[src/core/qa_wd_pkg.sv]
package qa_wd_pkg;
  localparam logic [1:0] REG_QCFG   = 2'h0;
  localparam logic [1:0] REG_QVAL   = 2'h1;
  localparam logic [1:0] REG_STATUS = 2'h2;
  localparam logic [1:0] REG_ANSWER = 2'h3;
  localparam int GEN_HI = 7;
  localparam int POLY_HI = 5;
  localparam int SEED_HI = 3;
  localparam int FAIL_BIT = 7;
  localparam int CNT_HI = 6;
  localparam logic [7:0] QCFG_RESET = 8'h0A;
  localparam logic [3:0] QUESTION_RESET = 4'hC;
  localparam logic [1:0] CNT_MULTI_RESET = 2'h3;
  localparam logic [1:0] CNT_SINGLE_RESET = 2'h1;
  localparam int TICK_NS = 550000;
  localparam int CLK_NS = 10;
  localparam int TICK_CYCLES = TICK_NS / CLK_NS;
endpackage : qa_wd_pkg

[src/core/qa_watchdog_question_status.sv]
`timescale 1ns/1ns
module qa_watchdog_question_status
#(
  parameter int TICK_CYCLES = qa_wd_pkg::TICK_CYCLES
)
(
  // clock and reset
  input  wire logic       clk_sys,
  input  wire logic       rst,
  // device state events
  input  wire logic       reset_state,
  input  wire logic       self_test_done,
  input  wire logic       window_mode_select,
  input  wire logic       win_cfg_written,
  input  wire logic [7:0] first_window_length,
  input  wire logic [4:0] second_window_length,
  input  wire logic [3:0] failure_counter,
  input  wire logic [3:0] fail_drive_threshold,
  // register port
  input  wire logic       reg_wr,
  input  wire logic       reg_rd,
  input  wire logic [1:0] reg_addr,
  input  wire logic [7:0] reg_wdata,
  output logic      [7:0] reg_rdata_reg,
  output logic            cycle_end_reg
);
  logic [7:0] qcfg_reg;
  logic [3:0] question_reg;
  logic [1:0] cnt_reg;
  logic       fail_reg, chg_reg, werr_reg, seq_reg, to_reg, early_reg;
  logic       mode_reg;
  logic       bad_reg, in_win1_reg;
  logic [2:0] total_reg, win1_reg;
  logic [8:0] ticks_reg;
  logic [31:0] div_reg;
  logic       tick, ans_wr, st_rd, mode_chg, reinit, mismatch;
  logic       cycle_timeout;
  logic [5:0] cycle_len;
  logic [3:0] q_next;

  assign ans_wr = reg_wr && reg_addr == qa_wd_pkg::REG_ANSWER;
  assign st_rd = reg_rd && reg_addr == qa_wd_pkg::REG_STATUS;
  assign mode_chg = mode_reg != window_mode_select;
  assign reinit = reset_state || self_test_done || mode_chg;
  assign tick = div_reg == TICK_CYCLES - 1;
  assign cycle_len = {1'b0, second_window_length} + 6'h01;
  // time-out of the cycle now ending; the stored flag is one cycle stale
  assign cycle_timeout = mode_reg ? total_reg == 3'h0
                                  : total_reg < 3'h4;

  qa_answer_check u_check
  (
    .question (question_reg),
    .index    (total_reg[1:0]),
    .gen_sel  (qcfg_reg[qa_wd_pkg::GEN_HI -: 2]),
    .answer   (reg_wdata),
    .mismatch (mismatch)
  );

  always_ff @(posedge clk_sys)
    mode_reg <= rst ? 1'b0 : window_mode_select;

  // question config; writes lock-free here, gating lives upstream
  always_ff @(posedge clk_sys)
  begin
    if (rst || reinit)
      qcfg_reg <= qa_wd_pkg::QCFG_RESET;
    else if (reg_wr && reg_addr == qa_wd_pkg::REG_QCFG)
      qcfg_reg <= reg_wdata;
  end

  // question lfsr, polynomial picks feedback taps
  always_comb
  begin
    unique case (qcfg_reg[qa_wd_pkg::POLY_HI -: 2])
      2'h0: q_next = {question_reg[2:0], question_reg[3] ^ question_reg[2]};
      2'h1: q_next = {question_reg[2:0], question_reg[3] ^ question_reg[1]};
      2'h2: q_next = {question_reg[2:0], question_reg[3] ^ question_reg[0]};
      default: q_next = {question_reg[2:0], ~question_reg[3]};
    endcase
  end

  always_ff @(posedge clk_sys)
  begin
    if (rst || self_test_done || mode_chg)
      question_reg <= qa_wd_pkg::QUESTION_RESET;
    else if (reset_state)
      question_reg <= qcfg_reg[qa_wd_pkg::SEED_HI:0];
    else if (cycle_end_reg && !bad_reg && !cycle_timeout)
      question_reg <= q_next;
  end

  // 0.55 ms time base
  always_ff @(posedge clk_sys)
  begin
    if (rst || reinit || tick)
      div_reg <= 32'h0000_0000;
    else
      div_reg <= div_reg + 32'h0000_0001;
  end

  // cycle timer: window one then window two
  always_ff @(posedge clk_sys)
  begin
    cycle_end_reg <= 1'b0;
    if (rst || reinit)
    begin
      ticks_reg <= 9'h000;
      in_win1_reg <= 1'b1;
    end
    else if (tick)
    begin
      if (in_win1_reg && ticks_reg == {1'b0, first_window_length})
      begin
        in_win1_reg <= 1'b0;
        ticks_reg <= 9'h000;
      end
      else if (!in_win1_reg && ticks_reg == {3'h0, cycle_len} - 9'h001)
      begin
        in_win1_reg <= 1'b1;
        ticks_reg <= 9'h000;
        cycle_end_reg <= 1'b1;
      end
      else
        ticks_reg <= ticks_reg + 9'h001;
    end
  end

  // per-cycle answer bookkeeping
  always_ff @(posedge clk_sys)
  begin
    if (rst || reinit || cycle_end_reg)
    begin
      total_reg <= 3'h0;
      win1_reg <= 3'h0;
      bad_reg <= 1'b0;
    end
    else if (ans_wr)
    begin
      if (total_reg != 3'h7)
        total_reg <= total_reg + 3'h1;
      if (in_win1_reg && win1_reg != 3'h7)
        win1_reg <= win1_reg + 3'h1;
      if (mismatch)
        bad_reg <= 1'b1;
    end
  end

  always_ff @(posedge clk_sys)
  begin
    if (rst || reinit || cycle_end_reg)
      cnt_reg <= window_mode_select ? qa_wd_pkg::CNT_SINGLE_RESET
                                    : qa_wd_pkg::CNT_MULTI_RESET;
    else if (ans_wr)
      cnt_reg <= cnt_reg - 2'h1;
  end

  // threshold flag: event wins over read clear
  always_ff @(posedge clk_sys)
  begin
    if (rst || reinit)
      fail_reg <= 1'b1;
    else if (failure_counter >= fail_drive_threshold)
      fail_reg <= 1'b1;
    else if (st_rd)
      fail_reg <= 1'b0;
  end

  always_ff @(posedge clk_sys)
  begin
    if (rst)
      chg_reg <= 1'b0;
    else if (win_cfg_written || mode_chg
             || (reg_wr && reg_addr == qa_wd_pkg::REG_QCFG))
      chg_reg <= 1'b1;
    else if (st_rd)
      chg_reg <= 1'b0;
  end

  // cycle-end flags; a cycle end beats a concurrent read
  always_ff @(posedge clk_sys)
  begin
    if (rst || reinit)
    begin
      werr_reg <= 1'b0;
      seq_reg <= 1'b0;
      to_reg <= 1'b0;
      early_reg <= 1'b0;
    end
    else if (cycle_end_reg)
    begin
      werr_reg <= bad_reg;
      seq_reg <= !mode_reg && win1_reg < 3'h3;
      to_reg <= cycle_timeout;
      early_reg <= mode_reg ? win1_reg != 3'h0
                            : win1_reg >= 3'h4;
    end
    else if (st_rd)
    begin
      werr_reg <= 1'b0;
      seq_reg <= 1'b0;
      to_reg <= 1'b0;
      early_reg <= 1'b0;
    end
  end

  // read data, registered; answer register is write-only
  always_ff @(posedge clk_sys)
  begin
    if (rst)
      reg_rdata_reg <= 8'h00;
    else if (reg_rd)
      unique case (reg_addr)
        qa_wd_pkg::REG_QCFG: reg_rdata_reg <= qcfg_reg;
        qa_wd_pkg::REG_QVAL: reg_rdata_reg <= {4'h0, question_reg};
        qa_wd_pkg::REG_STATUS:
          reg_rdata_reg <= {fail_reg, cnt_reg, chg_reg, werr_reg,
                            seq_reg, to_reg, early_reg};
        default: reg_rdata_reg <= 8'h00;
      endcase
  end

  a_fail_reset_set: assert property (@(posedge clk_sys) disable iff (rst)
    failure_counter >= fail_drive_threshold |=> fail_reg)
    else $error("fail flag not set");
  a_fail_read_keep: assert property (@(posedge clk_sys) disable iff (rst)
    st_rd && failure_counter >= fail_drive_threshold |=> fail_reg)
    else $error("fail flag cleared wrongly");
  a_cfg_change_flag: assert property (@(posedge clk_sys) disable iff (rst)
    win_cfg_written |=> chg_reg)
    else $error("config change not flagged");
  a_wrong_answer: assert property (@(posedge clk_sys) disable iff (rst)
    cycle_end_reg && !reinit |=> werr_reg == $past(bad_reg))
    else $error("wrong answer flag bad");
  a_seq_single_mode: assert property (@(posedge clk_sys) disable iff (rst)
    cycle_end_reg && mode_reg && !reinit |=> !seq_reg)
    else $error("seq flag in single mode");
  a_timeout_multi: assert property (@(posedge clk_sys) disable iff (rst)
    cycle_end_reg && !mode_reg && !reinit && total_reg < 3'h4
    |=> to_reg)
    else $error("time-out missed");
  a_question_init: assert property (@(posedge clk_sys) disable iff (rst)
    self_test_done |=> question_reg == qa_wd_pkg::QUESTION_RESET)
    else $error("question not reinit");
  a_seed_load: assert property (@(posedge clk_sys) disable iff (rst)
    reset_state && !self_test_done && !mode_chg
    |=> question_reg == $past(qcfg_reg[3:0]))
    else $error("seed not loaded");
  a_status_clear: assert property (@(posedge clk_sys) disable iff (rst)
    st_rd && !cycle_end_reg && !reinit |=> !to_reg && !early_reg)
    else $error("status not cleared");
endmodule : qa_watchdog_question_status

[src/core/qa_answer_check.sv]
`timescale 1ns/1ns
// expected byte derived from question, byte index and gen_sel
module qa_answer_check
(
  // inputs
  input  wire logic [3:0] question,
  input  wire logic [1:0] index,
  input  wire logic [1:0] gen_sel,
  input  wire logic [7:0] answer,
  // result
  output logic            mismatch
);
  logic [7:0] expected;

  always_comb
  begin
    expected = {question ^ {2'h0, index}, ~question} ^ {6'h00, gen_sel};
    mismatch = (expected != answer);
  end
endmodule : qa_answer_check

[config.mk]
export PLATFORM = sky130hd
export DESIGN_NAME = qa_watchdog_question_status
export DESIGN_NICKNAME = d
export VERILOG_FILES = /design/src/core/qa_wd_pkg.sv /design/src/core/qa_watchdog_question_status.sv /design/src/core/qa_answer_check.sv
export SDC_FILE = /design/constraint.sdc
export NUM_CORES = 1
export LEC_CHECK = 0
export ABC_AREA = 1
export BUFFER_PORTS_ARGS = -buffer_cell sky130_fd_sc_hd__buf_4
export CAP_MARGIN = 10
export CORE_AREA = 2 2 105 107
export CTS_CLUSTER_DIAMETER = 120
export DETAILED_ROUTE_END_ITERATION = 12
export DIE_AREA = 0 0 107 109
export PLACE_DENSITY = 0.63
export SYNTH_ARGS = -nofsm -noshare
export SYNTH_HDL_FRONTEND = slang
export SYNTH_SLANG_ARGS = --single-unit
[constraint.sdc]
create_clock -name clk_sys -period 1.5 [get_ports clk_sys]
set_clock_uncertainty 0.15 [all_clocks]
set_input_delay 0.3 -clock clk_sys [delete_from_list [all_inputs] [get_ports clk_sys]]
set_output_delay 0.3 -clock clk_sys [all_outputs]
set_load 0.01 [all_outputs]
==> results <==
- In the global route stage, overall resource usage came out at 22.7%.
- The number of library cell types mapped by synthesis is between 40 and 50.
- The worst path uses 107% of the clock period.
- After routing the design area is 6650 µm².
- Setup slack on the critical path of the routed design comes to -105 ps.
- The tree is rooted in a clkbuf_8.
- The worst setup path is of the register to register kind.
- The register with the most flip-flops in the layout has 32 of them.
- The height of the die is around 110 µm.
- Entering global routing, the biggest net connects 21 pins.
- Fill cells in the final layout number roughly 940.
- The area growth from synthesis to layout is 44.1%.
- The final-report max-slew violation count is 0.
- The cell-internal power is around 3.3 mW.
- The worst setup path startpoint is div_reg[6].
- The count of buffers added on input and output ports is 47.
- The post-synthesis instance area is 4620 µm².
- The synthesized instance count is 699.
- The largest total area in the synthesized netlist belongs to dfxtp_1.
- In this run the remaining antenna-violating nets after routing total 0.
- The number of antenna violations at the first check in global routing was 0.
- TritonCTS built the clock tree.
- Following the worst setup path forward leads to its endpoint at div_reg[21].
- The first-pass detailed-route iteration total is 4.
- For this block, the initial DRC count from the detailed router was roughly 230.
- The first global-routing pass estimated between 20 and 25 mm of wire.
- STA classifies the critical path endpoint as a register.
- In this run the power density over the cells is 653 nW/µm².
- The tool flagged a number of max-cap violations equal to 0.
- The number of nets in the final layout is slightly above 900.
- By area the synthesized netlist is led by dfxtp_1, nand2_1, inv_1.
- Of all flip-flops after synthesis, the portion carrying an async set or reset was 0%.
- The largest stage delay on the critical path is between 300 and 400 ps.
- The total routed wirelength is between 10 and 15 mm.
- The final core utilization is 62.8%.
- The synthesized design contains 79 register bits.
- The flow ran to the end, but the final reports show violations.
- The number of global-route vias before repair is around 4,800.
- The worst vdd rail ir drop is 0.736 mV.
- The clock sink count is 79.
- The post-synthesis share of cell area spent on and, or, nand and nor gates is 39.2%.
- Yosys printed 0 warnings.
- At the pin with the least slew margin, the transition time is between 200 and 300 ps.
- The die width is approximately 110 µm.
- The library cell used most frequently in the layout, excluding fill and tap cells, is nand2_1.
- The static power due to leakage is around 2.9 nW.
- The sequential cell fraction of total power is between 40% and 50%.
- The worst-skew pair later-pin latency is 370 ps.
- The portion of synthesized area spent on multiplexers is 0%.
- The post-layout minimum cycle time is approximately 1600 ps.
- The count of final hold-check violations is 0.
- The worst min-delay path category is input port to register.
- The boundary pin count is 48.
- The fraction of layout instances using a drive strength above 1 is 36.0%.
- 0 antenna diodes ended up in the layout.
- The number of enable-type register cells in the synthesized netlist is 2.
- The number of cells on the worst reg-to-reg path is 8.
- The highest clock frequency the design can meet is 0.623 GHz.
- The path length in cells of the critical path is 8.
- Clock-pin slew was measured on the worst setup and hold paths at 90 ps.
- Setup violations remaining at the end of the flow were counted as 49.
- The weighted congestion at the end of routability-driven global placement is 0.862.
- The area enclosed by the die boundary is between 10,000 and 15,000 µm².
- The worst endpoint required time is ~1700 ps.
- Summing the sequential cell areas from Yosys gives between 30% and 40% of the chip area.
- Counting both buffers and inverters, the worst setup path holds a total of 1.
- The number of CTS-inserted buffers is 9.
- The share of total power dissipated in the clock network is 42.0%.
- The total grt overflow is 0.
- The HPWL after detailed placement is between 9 and 10 mm.
- After synthesis, the mean cell area works out to 6.61 µm².
- In the routed layout, each cell is associated on average with a via count of around 5.
- The total power of the final layout is 4.34 mW.
- The checks that failed: setup timing.
- After Yosys synthesis, full adders, half adders and majority gates account for 4.06% of the synthesized area.
- The most frequent cell on the critical path is nand2_1.
- The net switching power of the design is between 1 and 1.5 mW.
- The setup TNS is -2530 ps.
- After detailed placement, the total cell area comes to between 5000 and 6000 µm².
- The cell family contributing the most delay on the critical path is simple AND/OR/NAND/NOR gates.
- The combinational family with the most area after synthesis is simple AND/OR/NAND/NOR gates.
- Setup slack on the worst reg-to-reg path comes out at -100 ps.
- The combinational cell fraction of total power is approximately 9%.
- Setup repair after global routing could not meet its margin everywhere.
- The library cells used most frequently in the layout, excluding fill and tap cells, are nand2_1, buf_4, inv_1, nand3_1, nor2_1.
- Summing the areas of all xor and xnor instances in the mapped netlist gives 4.55% of the synthesized area.
- The complex-gate fraction of the synthesized area is approximately 8.5%.
- The top flip-flop cell by instance count after synthesis is dfxtp_1.
- The floorplan has 38 rows.
- Detailed routing inserted a total of around 5,000 vias.
- The clock tree synthesis step divided the H-tree into 3 levels.
- The cell with the biggest individual delay on the critical path is dfxtp_4.
- The total area inside the core boundary comes to between 10,000 and 15,000 µm².
- The total nets after synthesis is ~750.
- The switching power share of the total is approximately a quarter.
- The endpoint identified for the worst register-to-register timing path is div_reg[21].
- The max-slew headroom at the worst pin is around four fifths.
- Of all nets on the critical path, the largest fanout is 4.
- The fraction of synthesized cell area taken by the top area cell type is between 30 and 40%.
- The startpoint type of the worst setup path is a register.
- The DRC violation count after routing is 0.
- For this configuration, the core starts out at a cell density of between 40% and 50%.
- After detailed routing, the average wire length per cell comes to 13.2 µm.
- The data arrival at the endpoint of the critical path is approximately 1800 ps.
- The worst register-to-register path begins at div_reg[6].
- The clock passes through at most 2 buffers.
- Walking the worst path, the cells encountered are nand2_1 > nor3_4 > buf_4 > nand2_2 > nor2_1 > nand2_1 > or2_0 > a21oi_1.
==> power groups by stage <==
stage	sequential [mW]	combinational, mW	clock, mW
2_1_floorplan	2.19	0.169	0
3_3_place_gp	2.19	0.335	0
3_5_place_dp	2.19	0.343	0
4_1_cts	2.14	0.365	1.86
5_1_grt	2.13	0.429	1.95
6_report	2.13	0.392	1.82
==> cell families after synthesis <==
group,Yosys count
DFF,79
adders and majority gates,15
xor gates and xnor gates,24
AOI/OAI and AO/OA,71
buffers and inverters,105
and+or+nand+nor,405
==> metal layers <==
| metal | global-route usage (%) | part of all wire [%] | vias up |
|---|---|---|---|
| met3 | 4.96 | 4.7 | 30 |
| li1 | - | - | 2545 |
| met5 | 0 | 0 | - |
| met1 | 26.6 | 43 | 2289 |
| met2 | 40.3 | 50 | 135 |
| met4 | 9.55 | 2.8 | 0 |
==> timing repair <==
item | in CTS | in global routing
hold endpoints to repair | 1 | 0
hold buffers | 1 | 0
gates cloned | 1 | 2
buffers inserted | 7 | 5
endpoints found under the setup margin | 58 | 71
pin swaps | 21 | 25
resized for setup | 65 | 71
==> Yosys cell counts, types with 2 or more instances <==
library cell and instances:
nand2b_1 2, nor3_1 14, nand4_1 8, nor2_2 4, inv_2 4, o211ai_1 5
ha_1 15, nor3_2 5, xor2_1 14, clkbuf_1 5, a21oi_1 46, nand2_2 7
and2_1 2, xnor2_1 10, a211oi_1 2, inv_1 86, edfxtp_1 2, or2_2 2
nand2_1 203, nand3b_1 7, o21ai_0 9, nor2_4 4, dfxtp_1 77, nor2_1 78
nand3_1 62, buf_2 6, buf_4 3, a31oi_1 4
==> worst register-to-register path: cells and delay by family, from the launching register on <==
| family | cells | cell delay, ps |
|---|---|---|
| AOI/OAI and AO/OA | 1 | 130 |
| buffers and inverters | 1 | 150 |
| DFF | 1 | 380 |
| and+or+nand+nor | 6 | 730 |
==> final cells by class <==
class,count,area [µm²],area share [%]
Clock buffer,10,128,1.92
Timing Repair Buffer,162,1290,19.3
Clock inverter,6,93.8,1.41
Tap cell,140,175,2.63
Sequential cell,79,1650,24.8
Multi-Input combinational cell,515,2970,44.7
Inverter,91,349,5.25
==> stage by stage <==
step / hold WS, ps / instances / worst slack [ps]
final: 19.3 / 1003 / -105
after global routing: 16.1 / 1003 / -172
after CTS: 6.59 / 996 / -70.2
after detailed placement: 302 / 971 / -228
after global placement: 298 / 971 / -128
after floorplan: 257 / 699 / 21.2
==> how the worst min path moves through the flow <==
stage / depth (start not counted) / slack (ps) / to / startpoint
floorplan: 2 / 260 / mode_reg / window_mode_select
global placement: 2 / 300 / div_reg[31] / div_reg[31]
detailed placement: 2 / 300 / werr_reg / bad_reg
CTS: 3 / 7 / mode_reg / window_mode_select
global route: 3 / 20 / mode_reg / window_mode_select
finish: 3 / 20 / mode_reg / window_mode_select
Note: power is estimated with default switching activity, not from simulation.
